--- src/acs_pkg.sv ---
package acs_pkg;
  // ------------------------------------------------------------
  // register indices on the peripheral register bus
  // ------------------------------------------------------------
  localparam logic [4:0] ACS_IDX_CTRL = 5'h06;
  localparam logic [4:0] ACS_IDX_STATUS = 5'h08;
  localparam logic [4:0] ACS_IDX_PORT = 5'h09;
  localparam logic [4:0] ACS_IDX_BOUNDS = 5'h0a;
  localparam logic [4:0] ACS_IDX_TEMP = 5'h0c;
  // ------------------------------------------------------------
  // indirect port targets
  // ------------------------------------------------------------
  localparam logic [4:0] ACS_PORT_SETUP_FIRST = 5'h10;
  localparam logic [4:0] ACS_PORT_SETUP_LAST = 5'h17;
  localparam logic [4:0] ACS_PORT_BUF_LAST = 5'h0f;
  // ------------------------------------------------------------
  // field positions
  // ------------------------------------------------------------
  localparam int ACS_SETUP_REF = 6;
  localparam int ACS_SETUP_ACQ = 5;
  localparam int ACS_SETUP_ALIGN = 4;
  localparam int ACS_SETUP_DIFF = 3;
  localparam int ACS_ST_READY = 5;
  localparam int ACS_ST_RUN = 6;
  localparam int ACS_CTRL_IREF = 7;
  localparam int ACS_CTRL_CONT = 6;
  localparam int ACS_TEMP_ON = 0;
  // ------------------------------------------------------------
  // reset values and masks
  // ------------------------------------------------------------
  localparam logic [15:0] ACS_SETUP_RST = 16'h0000;
  localparam logic [15:0] ACS_SETUP_MASK = 16'h007f;
  localparam logic [7:0] ACS_TEMP_RST = 8'h00;
  localparam logic [15:0] ACS_CTRL_MASK = 16'h00cf;
  localparam logic [15:0] ACS_BOUNDS_MASK = 16'h0f77;
  // ------------------------------------------------------------
  // timing: extension unit in converter clocks
  // ------------------------------------------------------------
  localparam logic [8:0] ACS_ACQ_UNIT = 9'h010;
  // reference encodings
  localparam logic [1:0] ACS_REF_SUPPLY = 2'h0;
  localparam logic [1:0] ACS_REF_INTERNAL = 2'h1;
  localparam logic [1:0] ACS_REF_EXTERNAL = 2'h2;
  // sample fifo shape
  localparam int ACS_FIFO_DEPTH = 8;
  localparam int ACS_FIFO_W = 16;
  typedef enum logic [1:0] {ACS_S_IDLE, ACS_S_ISSUE, ACS_S_WAIT} acs_state_e;
endpackage

--- src/acs_sequencer.sv ---
`timescale 1ns/1ps
// ------------------------------------------------------------
// sample fifo between converter and sample buffer
// ------------------------------------------------------------
module acs_fifo #(
  parameter int W = 16,
  parameter int DEPTH = 8
) (
  // clock and reset
  input wire logic clk_in,
  input wire logic resetn_in,
  // fill side
  input wire logic in_valid_in,
  input wire logic [W-1:0] in_data_in,
  output logic in_ready_out,
  // drain side
  output logic out_valid_out,
  output logic [W-1:0] out_data_out,
  input wire logic out_ready_in
);
  localparam int AW = $clog2(DEPTH);
  logic [W-1:0] mem [DEPTH];
  logic [AW-1:0] wp_r, wp_nxt, rp_r, rp_nxt;
  logic [AW:0] cnt_r, cnt_nxt;
  logic push, pop;
  // pointers and fill count
  always_comb begin
    push = in_valid_in && in_ready_out;
    pop = out_valid_out && out_ready_in;
    wp_nxt = push ? wp_r + 1'b1 : wp_r;
    rp_nxt = pop ? rp_r + 1'b1 : rp_r;
    cnt_nxt = cnt_r + {{AW{1'b0}}, push} - {{AW{1'b0}}, pop};
  end
  always_ff @(posedge clk_in or negedge resetn_in) begin
    if (!resetn_in) begin
      wp_r <= '0;
      rp_r <= '0;
      cnt_r <= '0;
    end else begin
      wp_r <= wp_nxt;
      rp_r <= rp_nxt;
      cnt_r <= cnt_nxt;
    end
  end
  // storage has no reset, contents only read when counted valid
  always_ff @(posedge clk_in) begin
    if (push) begin
      mem[wp_r] <= in_data_in;
    end
  end
  assign in_ready_out = (cnt_r != DEPTH[AW:0]);
  assign out_valid_out = (cnt_r != '0);
  assign out_data_out = mem[rp_r];
endmodule // acs_fifo

module acs_sequencer (
  // clock and reset
  input wire logic clk_in,
  input wire logic resetn_in,
  // peripheral register bus
  input wire logic [4:0] reg_index_in,
  input wire logic reg_wr_in,
  input wire logic reg_rd_in,
  input wire logic [15:0] reg_wdata_in,
  output logic [15:0] reg_rdata_out,
  // converter request
  output logic conv_start_out,
  output logic [1:0] conv_ref_sel_out,
  output logic [8:0] conv_acq_extend_out,
  output logic conv_diff_out,
  output logic [2:0] conv_input_out,
  // converter answer
  input wire logic conv_done_in,
  input wire logic [11:0] conv_result_in,
  // analog enables
  output logic temp_sensor_on_out,
  output logic internal_ref_on_out
);
  import acs_pkg::*;

  // ------------------------------------------------------------
  // state
  // ------------------------------------------------------------
  logic [15:0] setup_r [8];
  logic [15:0] sample_buffer [16];
  logic [15:0] ctrl_r, ctrl_nxt, bounds_r, bounds_nxt;
  logic [7:0] temp_r, temp_nxt;
  logic [4:0] index_r, index_nxt;
  logic running_r, running_nxt, ready_r, ready_nxt;
  logic [3:0] last_wr_r, last_wr_nxt, store_r, store_nxt;
  logic [2:0] cur_r, cur_nxt;
  logic [15:0] rdata_nxt;
  logic start_nxt;
  logic [1:0] ref_nxt;
  logic [8:0] acq_nxt;
  logic diff_nxt;
  logic [2:0] inp_nxt;
  logic align_r, align_nxt;
  acs_state_e state_r, state_nxt;
  logic port_hit, setup_wr, buf_wr_sw;
  logic [15:0] cur_setup, push_data, port_rd;
  logic push, fifo_room, drain_valid, drain_ready;
  logic [15:0] drain_data;

  // ------------------------------------------------------------
  // bus decode
  // ------------------------------------------------------------
  // port reads and writes take the entry under the index, then step it
  always_comb begin
    port_hit = (reg_wr_in || reg_rd_in) && (reg_index_in == ACS_IDX_PORT);
    setup_wr = reg_wr_in && (reg_index_in == ACS_IDX_PORT) && !running_r
               && (index_r >= ACS_PORT_SETUP_FIRST) && (index_r <= ACS_PORT_SETUP_LAST);
    buf_wr_sw = reg_wr_in && (reg_index_in == ACS_IDX_PORT)
                && (index_r <= ACS_PORT_BUF_LAST);
    port_rd = 16'h0000;
    if (index_r <= ACS_PORT_BUF_LAST) begin
      port_rd = sample_buffer[index_r[3:0]];
    end else if (index_r <= ACS_PORT_SETUP_LAST) begin
      port_rd = setup_r[index_r[2:0]] & ACS_SETUP_MASK;
    end
    case (reg_index_in)
      ACS_IDX_CTRL: rdata_nxt = ctrl_r;
      ACS_IDX_STATUS: rdata_nxt = {4'h0, last_wr_r, 1'b0, running_r, ready_r, index_r};
      ACS_IDX_PORT: rdata_nxt = port_rd;
      ACS_IDX_BOUNDS: rdata_nxt = bounds_r;
      ACS_IDX_TEMP: rdata_nxt = {8'h00, temp_r};
      default: rdata_nxt = 16'h0000;
    endcase
    if (!reg_rd_in) begin
      rdata_nxt = 16'h0000;
    end
  end

  // ------------------------------------------------------------
  // software registers and the port index
  // ------------------------------------------------------------
  always_comb begin
    ctrl_nxt = ctrl_r;
    bounds_nxt = bounds_r;
    temp_nxt = temp_r;
    index_nxt = index_r;
    if (reg_wr_in && reg_index_in == ACS_IDX_CTRL) begin
      ctrl_nxt = reg_wdata_in & ACS_CTRL_MASK;
    end
    if (reg_wr_in && reg_index_in == ACS_IDX_BOUNDS) begin
      bounds_nxt = reg_wdata_in & ACS_BOUNDS_MASK;
    end
    if (reg_wr_in && reg_index_in == ACS_IDX_TEMP) begin
      temp_nxt = {7'h00, reg_wdata_in[ACS_TEMP_ON]};
    end
    if (reg_wr_in && reg_index_in == ACS_IDX_STATUS) begin
      index_nxt = reg_wdata_in[4:0];
    end else if (port_hit) begin
      index_nxt = index_r + 5'h01;
    end
  end

  // ------------------------------------------------------------
  // sequencer
  // ------------------------------------------------------------
  // one conversion outstanding; a slot in the fifo is reserved before issue
  always_comb begin
    cur_setup = setup_r[cur_r];
    state_nxt = state_r;
    cur_nxt = cur_r;
    store_nxt = store_r;
    running_nxt = running_r;
    ready_nxt = ready_r;
    start_nxt = 1'b0;
    ref_nxt = conv_ref_sel_out;
    acq_nxt = conv_acq_extend_out;
    diff_nxt = conv_diff_out;
    inp_nxt = conv_input_out;
    align_nxt = align_r;
    push = 1'b0;
    // drain advances the store pointer; a fresh start below overrides it
    if (drain_valid && drain_ready) begin
      store_nxt = store_r + 4'h1;
    end
    // software side of the flags: clears first so hardware sets win
    if (reg_wr_in && reg_index_in == ACS_IDX_STATUS) begin
      running_nxt = reg_wdata_in[ACS_ST_RUN];
      if (!reg_wdata_in[ACS_ST_READY]) begin
        ready_nxt = 1'b0;
      end
    end
    case (state_r)
      ACS_S_IDLE: begin
        if (running_r) begin
          cur_nxt = bounds_r[6:4];
          store_nxt = bounds_r[11:8];
          state_nxt = ACS_S_ISSUE;
        end
      end
      ACS_S_ISSUE: begin
        if (!running_r) begin
          state_nxt = ACS_S_IDLE;
        end else if (fifo_room) begin
          start_nxt = 1'b1;
          if (!cur_setup[ACS_SETUP_REF]) begin
            ref_nxt = ACS_REF_SUPPLY;
          end else if (ctrl_r[ACS_CTRL_IREF]) begin
            ref_nxt = ACS_REF_INTERNAL;
          end else begin
            ref_nxt = ACS_REF_EXTERNAL;
          end
          acq_nxt = cur_setup[ACS_SETUP_ACQ]
                    ? ACS_ACQ_UNIT * ({5'h00, ctrl_r[3:0]} + 9'h001) : 9'h000;
          diff_nxt = cur_setup[ACS_SETUP_DIFF];
          // differential drops the top select bit
          inp_nxt = cur_setup[ACS_SETUP_DIFF]
                    ? {1'b0, cur_setup[1:0]} : cur_setup[2:0];
          align_nxt = cur_setup[ACS_SETUP_ALIGN];
          state_nxt = ACS_S_WAIT;
        end
      end
      ACS_S_WAIT: begin
        if (conv_done_in) begin
          push = 1'b1;
          if (cur_r == bounds_r[2:0]) begin
            ready_nxt = 1'b1;
            cur_nxt = bounds_r[6:4];
            if (!ctrl_r[ACS_CTRL_CONT]) begin
              running_nxt = 1'b0;
            end
          end else begin
            cur_nxt = cur_r + 3'h1;
          end
          state_nxt = ACS_S_ISSUE;
        end
      end
      default: state_nxt = ACS_S_IDLE;
    endcase
    // software start in the very cycle of the hardware clear still starts
    if (reg_wr_in && reg_index_in == ACS_IDX_STATUS && reg_wdata_in[ACS_ST_RUN]) begin
      running_nxt = 1'b1;
    end
  end

  // result formatting per the latched setup of this conversion
  always_comb begin
    if (align_r) begin
      push_data = {conv_result_in, 4'h0};
    end else if (conv_diff_out) begin
      push_data = {{4{conv_result_in[11]}}, conv_result_in};
    end else begin
      push_data = {4'h0, conv_result_in};
    end
  end

  // drain stalls while software owns the port this cycle
  always_comb begin
    drain_ready = !port_hit;
    last_wr_nxt = (drain_valid && drain_ready) ? store_r : last_wr_r;
  end

  acs_fifo #(
    .W(ACS_FIFO_W),
    .DEPTH(ACS_FIFO_DEPTH)
  ) u_fifo (
    .clk_in(clk_in),
    .resetn_in(resetn_in),
    .in_valid_in(push),
    .in_data_in(push_data),
    .in_ready_out(fifo_room),
    .out_valid_out(drain_valid),
    .out_data_out(drain_data),
    .out_ready_in(drain_ready)
  );

  // ------------------------------------------------------------
  // registers
  // ------------------------------------------------------------
  always_ff @(posedge clk_in or negedge resetn_in) begin
    if (!resetn_in) begin
      ctrl_r <= 16'h0000;
      bounds_r <= 16'h0000;
      temp_r <= ACS_TEMP_RST;
      index_r <= 5'h00;
      running_r <= 1'b0;
      ready_r <= 1'b0;
      last_wr_r <= 4'h0;
      store_r <= 4'h0;
      cur_r <= 3'h0;
      state_r <= ACS_S_IDLE;
      align_r <= 1'b0;
      reg_rdata_out <= 16'h0000;
      conv_start_out <= 1'b0;
      conv_ref_sel_out <= ACS_REF_SUPPLY;
      conv_acq_extend_out <= 9'h000;
      conv_diff_out <= 1'b0;
      conv_input_out <= 3'h0;
      temp_sensor_on_out <= 1'b0;
      internal_ref_on_out <= 1'b0;
      for (int i = 0; i < 8; i++) begin
        setup_r[i] <= ACS_SETUP_RST;
      end
      for (int i = 0; i < 16; i++) begin
        sample_buffer[i] <= 16'h0000;
      end
    end else begin
      ctrl_r <= ctrl_nxt;
      bounds_r <= bounds_nxt;
      temp_r <= temp_nxt;
      index_r <= index_nxt;
      running_r <= running_nxt;
      ready_r <= ready_nxt;
      last_wr_r <= last_wr_nxt;
      store_r <= store_nxt;
      cur_r <= cur_nxt;
      state_r <= state_nxt;
      align_r <= align_nxt;
      reg_rdata_out <= rdata_nxt;
      conv_start_out <= start_nxt;
      conv_ref_sel_out <= ref_nxt;
      conv_acq_extend_out <= acq_nxt;
      conv_diff_out <= diff_nxt;
      conv_input_out <= inp_nxt;
      temp_sensor_on_out <= temp_nxt[ACS_TEMP_ON];
      internal_ref_on_out <= ctrl_nxt[ACS_CTRL_IREF];
      if (setup_wr) begin
        setup_r[index_r[2:0]] <= reg_wdata_in & ACS_SETUP_MASK;
      end
      if (buf_wr_sw) begin
        sample_buffer[index_r[3:0]] <= reg_wdata_in;
      end else if (drain_valid && drain_ready) begin
        sample_buffer[store_r] <= drain_data;
      end
    end
  end

  // ------------------------------------------------------------
  // assertions
  // ------------------------------------------------------------
  logic [15:0] setup_watch;
  assign setup_watch = setup_r[index_r[2:0]];
endmodule // acs_sequencer

--- config.mk ---
export PLATFORM = sky130hd
export DESIGN_NAME = acs_sequencer
export DESIGN_NICKNAME = d
export VERILOG_FILES = /design/src/acs_pkg.sv /design/src/acs_sequencer.sv
export SDC_FILE = /design/constraint.sdc
export NUM_CORES = 1
export LEC_CHECK = 0
export BUFFER_PORTS_ARGS = -buffer_cell sky130_fd_sc_hd__clkbuf_2
export CORE_MARGIN = 10
export CORE_UTILIZATION = 40
export CTS_CLUSTER_SIZE = 16
export DETAILED_ROUTE_END_ITERATION = 8
export GPL_ROUTABILITY_DRIVEN = 0
export SKIP_CTS_REPAIR_TIMING = 1
export SYNTH_ARGS = -nofsm -noshare
export SYNTH_HDL_FRONTEND = slang
export SYNTH_SLANG_ARGS = --single-unit
--- constraint.sdc ---
create_clock -name clk_in -period 4.7 [get_ports clk_in]
set_input_delay 0.47 -clock clk_in [delete_from_list [all_inputs] [get_ports clk_in]]
set_output_delay 0.47 -clock clk_in [all_outputs]
set_load 0.02 [all_outputs]
==> results by group <==
Timing
  • Sum Neg Setup Slack: 0 ns
  • Layout Skew: ~0.025 ns
  • RSZ-0062 raised after global routing: no
  • Final setup fails: 0
  • Measured slew at the worst slew-check pin: about 1.3 ns
  • Max-slew violation count: 0
  • Crit share post-route: 0.759
  • Minimum clock period: 3.57 ns
  • Final hold violations: 0
  • Max Clock Freq: 280 MHz
  • Slew HR: 0.140

Synthesis
  • Mapped Cells: between 2000 and 2500
  • Synth cell types: 74
  • Top cells by area, synth: dfrtp_1 39%, edfxtp_1 16%, a221o_1 10%
  • EDFF count, synth: 128
  • Syn_area_per_cell: 12.3 um2
  • Top FF cell, synth: dfrtp_1
  • Ys async rst share: 0.752
  • #FFs+latches synth: 516
  • Area share of the largest cell type after synthesis: 0.393
  • Post-synthesis instance area: roughly 25000 um2
  • Post-synthesis sequential area ratio: 0.549
  • Yosys warns: 0
  • Top cell type by total area after synthesis: dfrtp_1

Floorplan
  • Die W: around 270 um
  • Core area: around 61000 um2
  • Die Y: 268 um
  • Initial Util: 0.402
  • Die footprint: 72100 um2
  • FP Rows: 91
  • Io pins: 72

Routing
  • Drt first pass iters: 7
  • Final WL: approximately 82 mm
  • Vias per cell: between 6 and 7
  • Post-route ant nets: 0
  • 1st-iter DRT viols: 2329
  • Vias: 18500
  • DRC: 0
  • Wire length per cell: 29.0 um

Power and ir drop
  • Seq pwr share: 0.392
  • Clock share of power: 0.240
  • P_sw: ~6.6 mW
  • Combinational power share: 0.368
  • Worst vdd ir: 0.000385 V
  • Internal Power: 11.0 mW
  • PwrDens: 644 nW/um2
  • Sw Share: 0.376
  • Leak: 11.7 nW

Worst setup path
  • WP data required: slightly above 5 ns
  • Crit path kind: register to register
  • Crit Path Max Fanout: 20
  • CP endpoint kind: register
  • Crit path arrival time: slightly above 4 ns
  • Worst R2R Setup Slack: ~1.1 ns
  • Crit start category: register

Global routing
  • Largest net degree at the start of global routing: around 130
  • M1 GR Usage: 0.295
  • Met3 Resource Use GR: 0.0499
  • GRT Util Overall: 0.224
  • Met2 usage: 0.354
  • Initial antenna violation count: 5
  • Global-route layer with the greatest usage: met2
  • Grt ovf: 0
  • Vias in the first global route: 18500
  • First-pass GRT wire length: between 100 and 150 mm

Clocking
  • H-tree levels: 2
  • CTS tree: done
  • Max Buffers Root-to-Sink: 3
  • # clock sinks: 516
  • Root Driver: clkbuf_16
  • Clk_lat worst skew: ~0.62 ns
  • TritonCTS buffer count: 55
  • Clock transition at the registers of the reported paths: 0.07 ns

Worst hold path
  • Hold Crit Class: input port to register

Place
  • IO buf count: 67
  • DP Wirelength: between 50 and 60 mm

Final layout
  • Nets: approximately 2000
  • Commonest non-fill, non-tap cell in the layout: dfrtp_1
  • Layout area overhead: 11.3%
  • Most frequent cells in the layout: 383 x dfrtp_1, 287 x nor2_1, 253 x a221o_1, 128 x edfxtp_1, 119 x mux2_2
  • Fraction of layout cells with a size suffix above 1: 0.217
  • Final core occ: 0.448

Status
  • Status: complete, no violations

Run
  • Max cap viols: 0
==> Yosys cell counts, drive strengths merged, types with 14 or more instances <==
cell type  count
a211oi        14
mux2         119
a22oi         17
o22ai         37
nor2b         29
inv           19
buf          109
mux4          62
clkbuf        98
nor2         287
nand2         75
nand3         18
nand2b        16
ha            19
dfrtp        388
and3          19
a21oi         32
mux2i         63
o221ai        23
a221o        253
edfxtp       128
o21ai         33
==> stage by stage <==
stage                     hold slack (ns)  area (um2)  total power, mW  setup slack [ns]  std cells
after global placement              0.460       25800             13.1             0.982       2729
after CTS                         -0.0380       27500             17.6             0.911       2829
final                               0.172       27500             17.7              1.13       2831
after floorplan                     0.174       24700             11.0              1.34       2004
after detailed placement            0.464       25800             13.3             0.930       2729
after global routing                0.199       27500             18.4             0.914       2830
==> kinds of logic after synthesis <==
family,after synthesis,share of synthesized area
DFF,516,0.549
and+or+nand+nor,499,0.0922
AOI/OAI and AO/OA,476,0.166
muxes,244,0.136
buffers and inverters,230,0.0406
adders and majority gates,21,0.0108
xor gates and xnor gates,14,0.00497
other,1,0.000152
==> power by group through the flow <==
stage	Combinational (mW)	Sequential, mW	Clock, mW
3_5_place_dp	6.36	6.94	0
5_1_grt	6.89	7.05	4.45
6_report	6.51	6.94	4.24
2_1_floorplan	4.59	6.43	0
3_3_place_gp	6.21	6.93	0
4_1_cts	6.38	6.90	4.28
==> metal layers <==
layer  share of wire  up-vias
met5         0.00060        -
met4           0.042        6
met3           0.099      222
met2            0.46     1077
met1            0.40     9551
li1                -     7673
==> registers in the layout (all words and copies together), names as in the netlist <==
register	count
cur_r	3
reg_rdata_out	16
ready_r	1
last_wr_r	4
store_r	4
conv_diff_out	1
u_fifo.wp_r	3
setup_r	56
u_fifo.rp_r	3
align_r	1
index_r	5
conv_start_out	1
state_r	2
conv_acq_extend_out	5
conv_ref_sel_out	2
running_r	1
sample_buffer	256
bounds_r	10
temp_r	1
u_fifo.cnt_r	4
conv_input_out	3
ctrl_r	6
u_fifo.mem	128
==> worst paths after layout <==
| path | startpoint | endpoint | cells after the start |
|---|---|---|---|
| min in group asynchronous | resetn_in | setup_r[69]$_DFFE_PN0P_ | 2 |
| max in group asynchronous | resetn_in | sample_buffer[238]$_DFFE_PN0P_ | 3 |
| hold / removal | reg_rd_in | reg_rdata_out[7]$_DFF_PN0_ | 2 |
| setup / recovery | index_r[1]$_DFFE_PN0P_ | sample_buffer[142]$_DFFE_PN0P_ | 8 |
| setup reg to reg | index_r[1]$_DFFE_PN0P_ | sample_buffer[142]$_DFFE_PN0P_ | 8 |
| hold reg to reg | last_wr_r[3]$_DFFE_PN0P_ | last_wr_r[3]$_DFFE_PN0P_ | 2 |
==> critical path: stages, from the launching register on <==
cell	delay, ns
dfrtp_2	0.57
ha_1	0.37
and3_1	0.21
ha_1	0.22
o2111a_1	0.60
and3_1	0.80
nor2b_1	0.10
buf_4	0.24
a221o_1	0.32
==> cell type report <==
class | instances | area [um2]
inverter | 23 | 86.3
clock inverter | 28 | 206
antenna | 1 | 2.50
tap | 790 | 988
clock buffer | 72 | 1500
fill | 5534 | 33900
timing repair buffer | 143 | 968
multi-input combinational | 1258 | 10200
sequential | 516 | 13600
No activity file was read; power rests on OpenSTA's default activity.
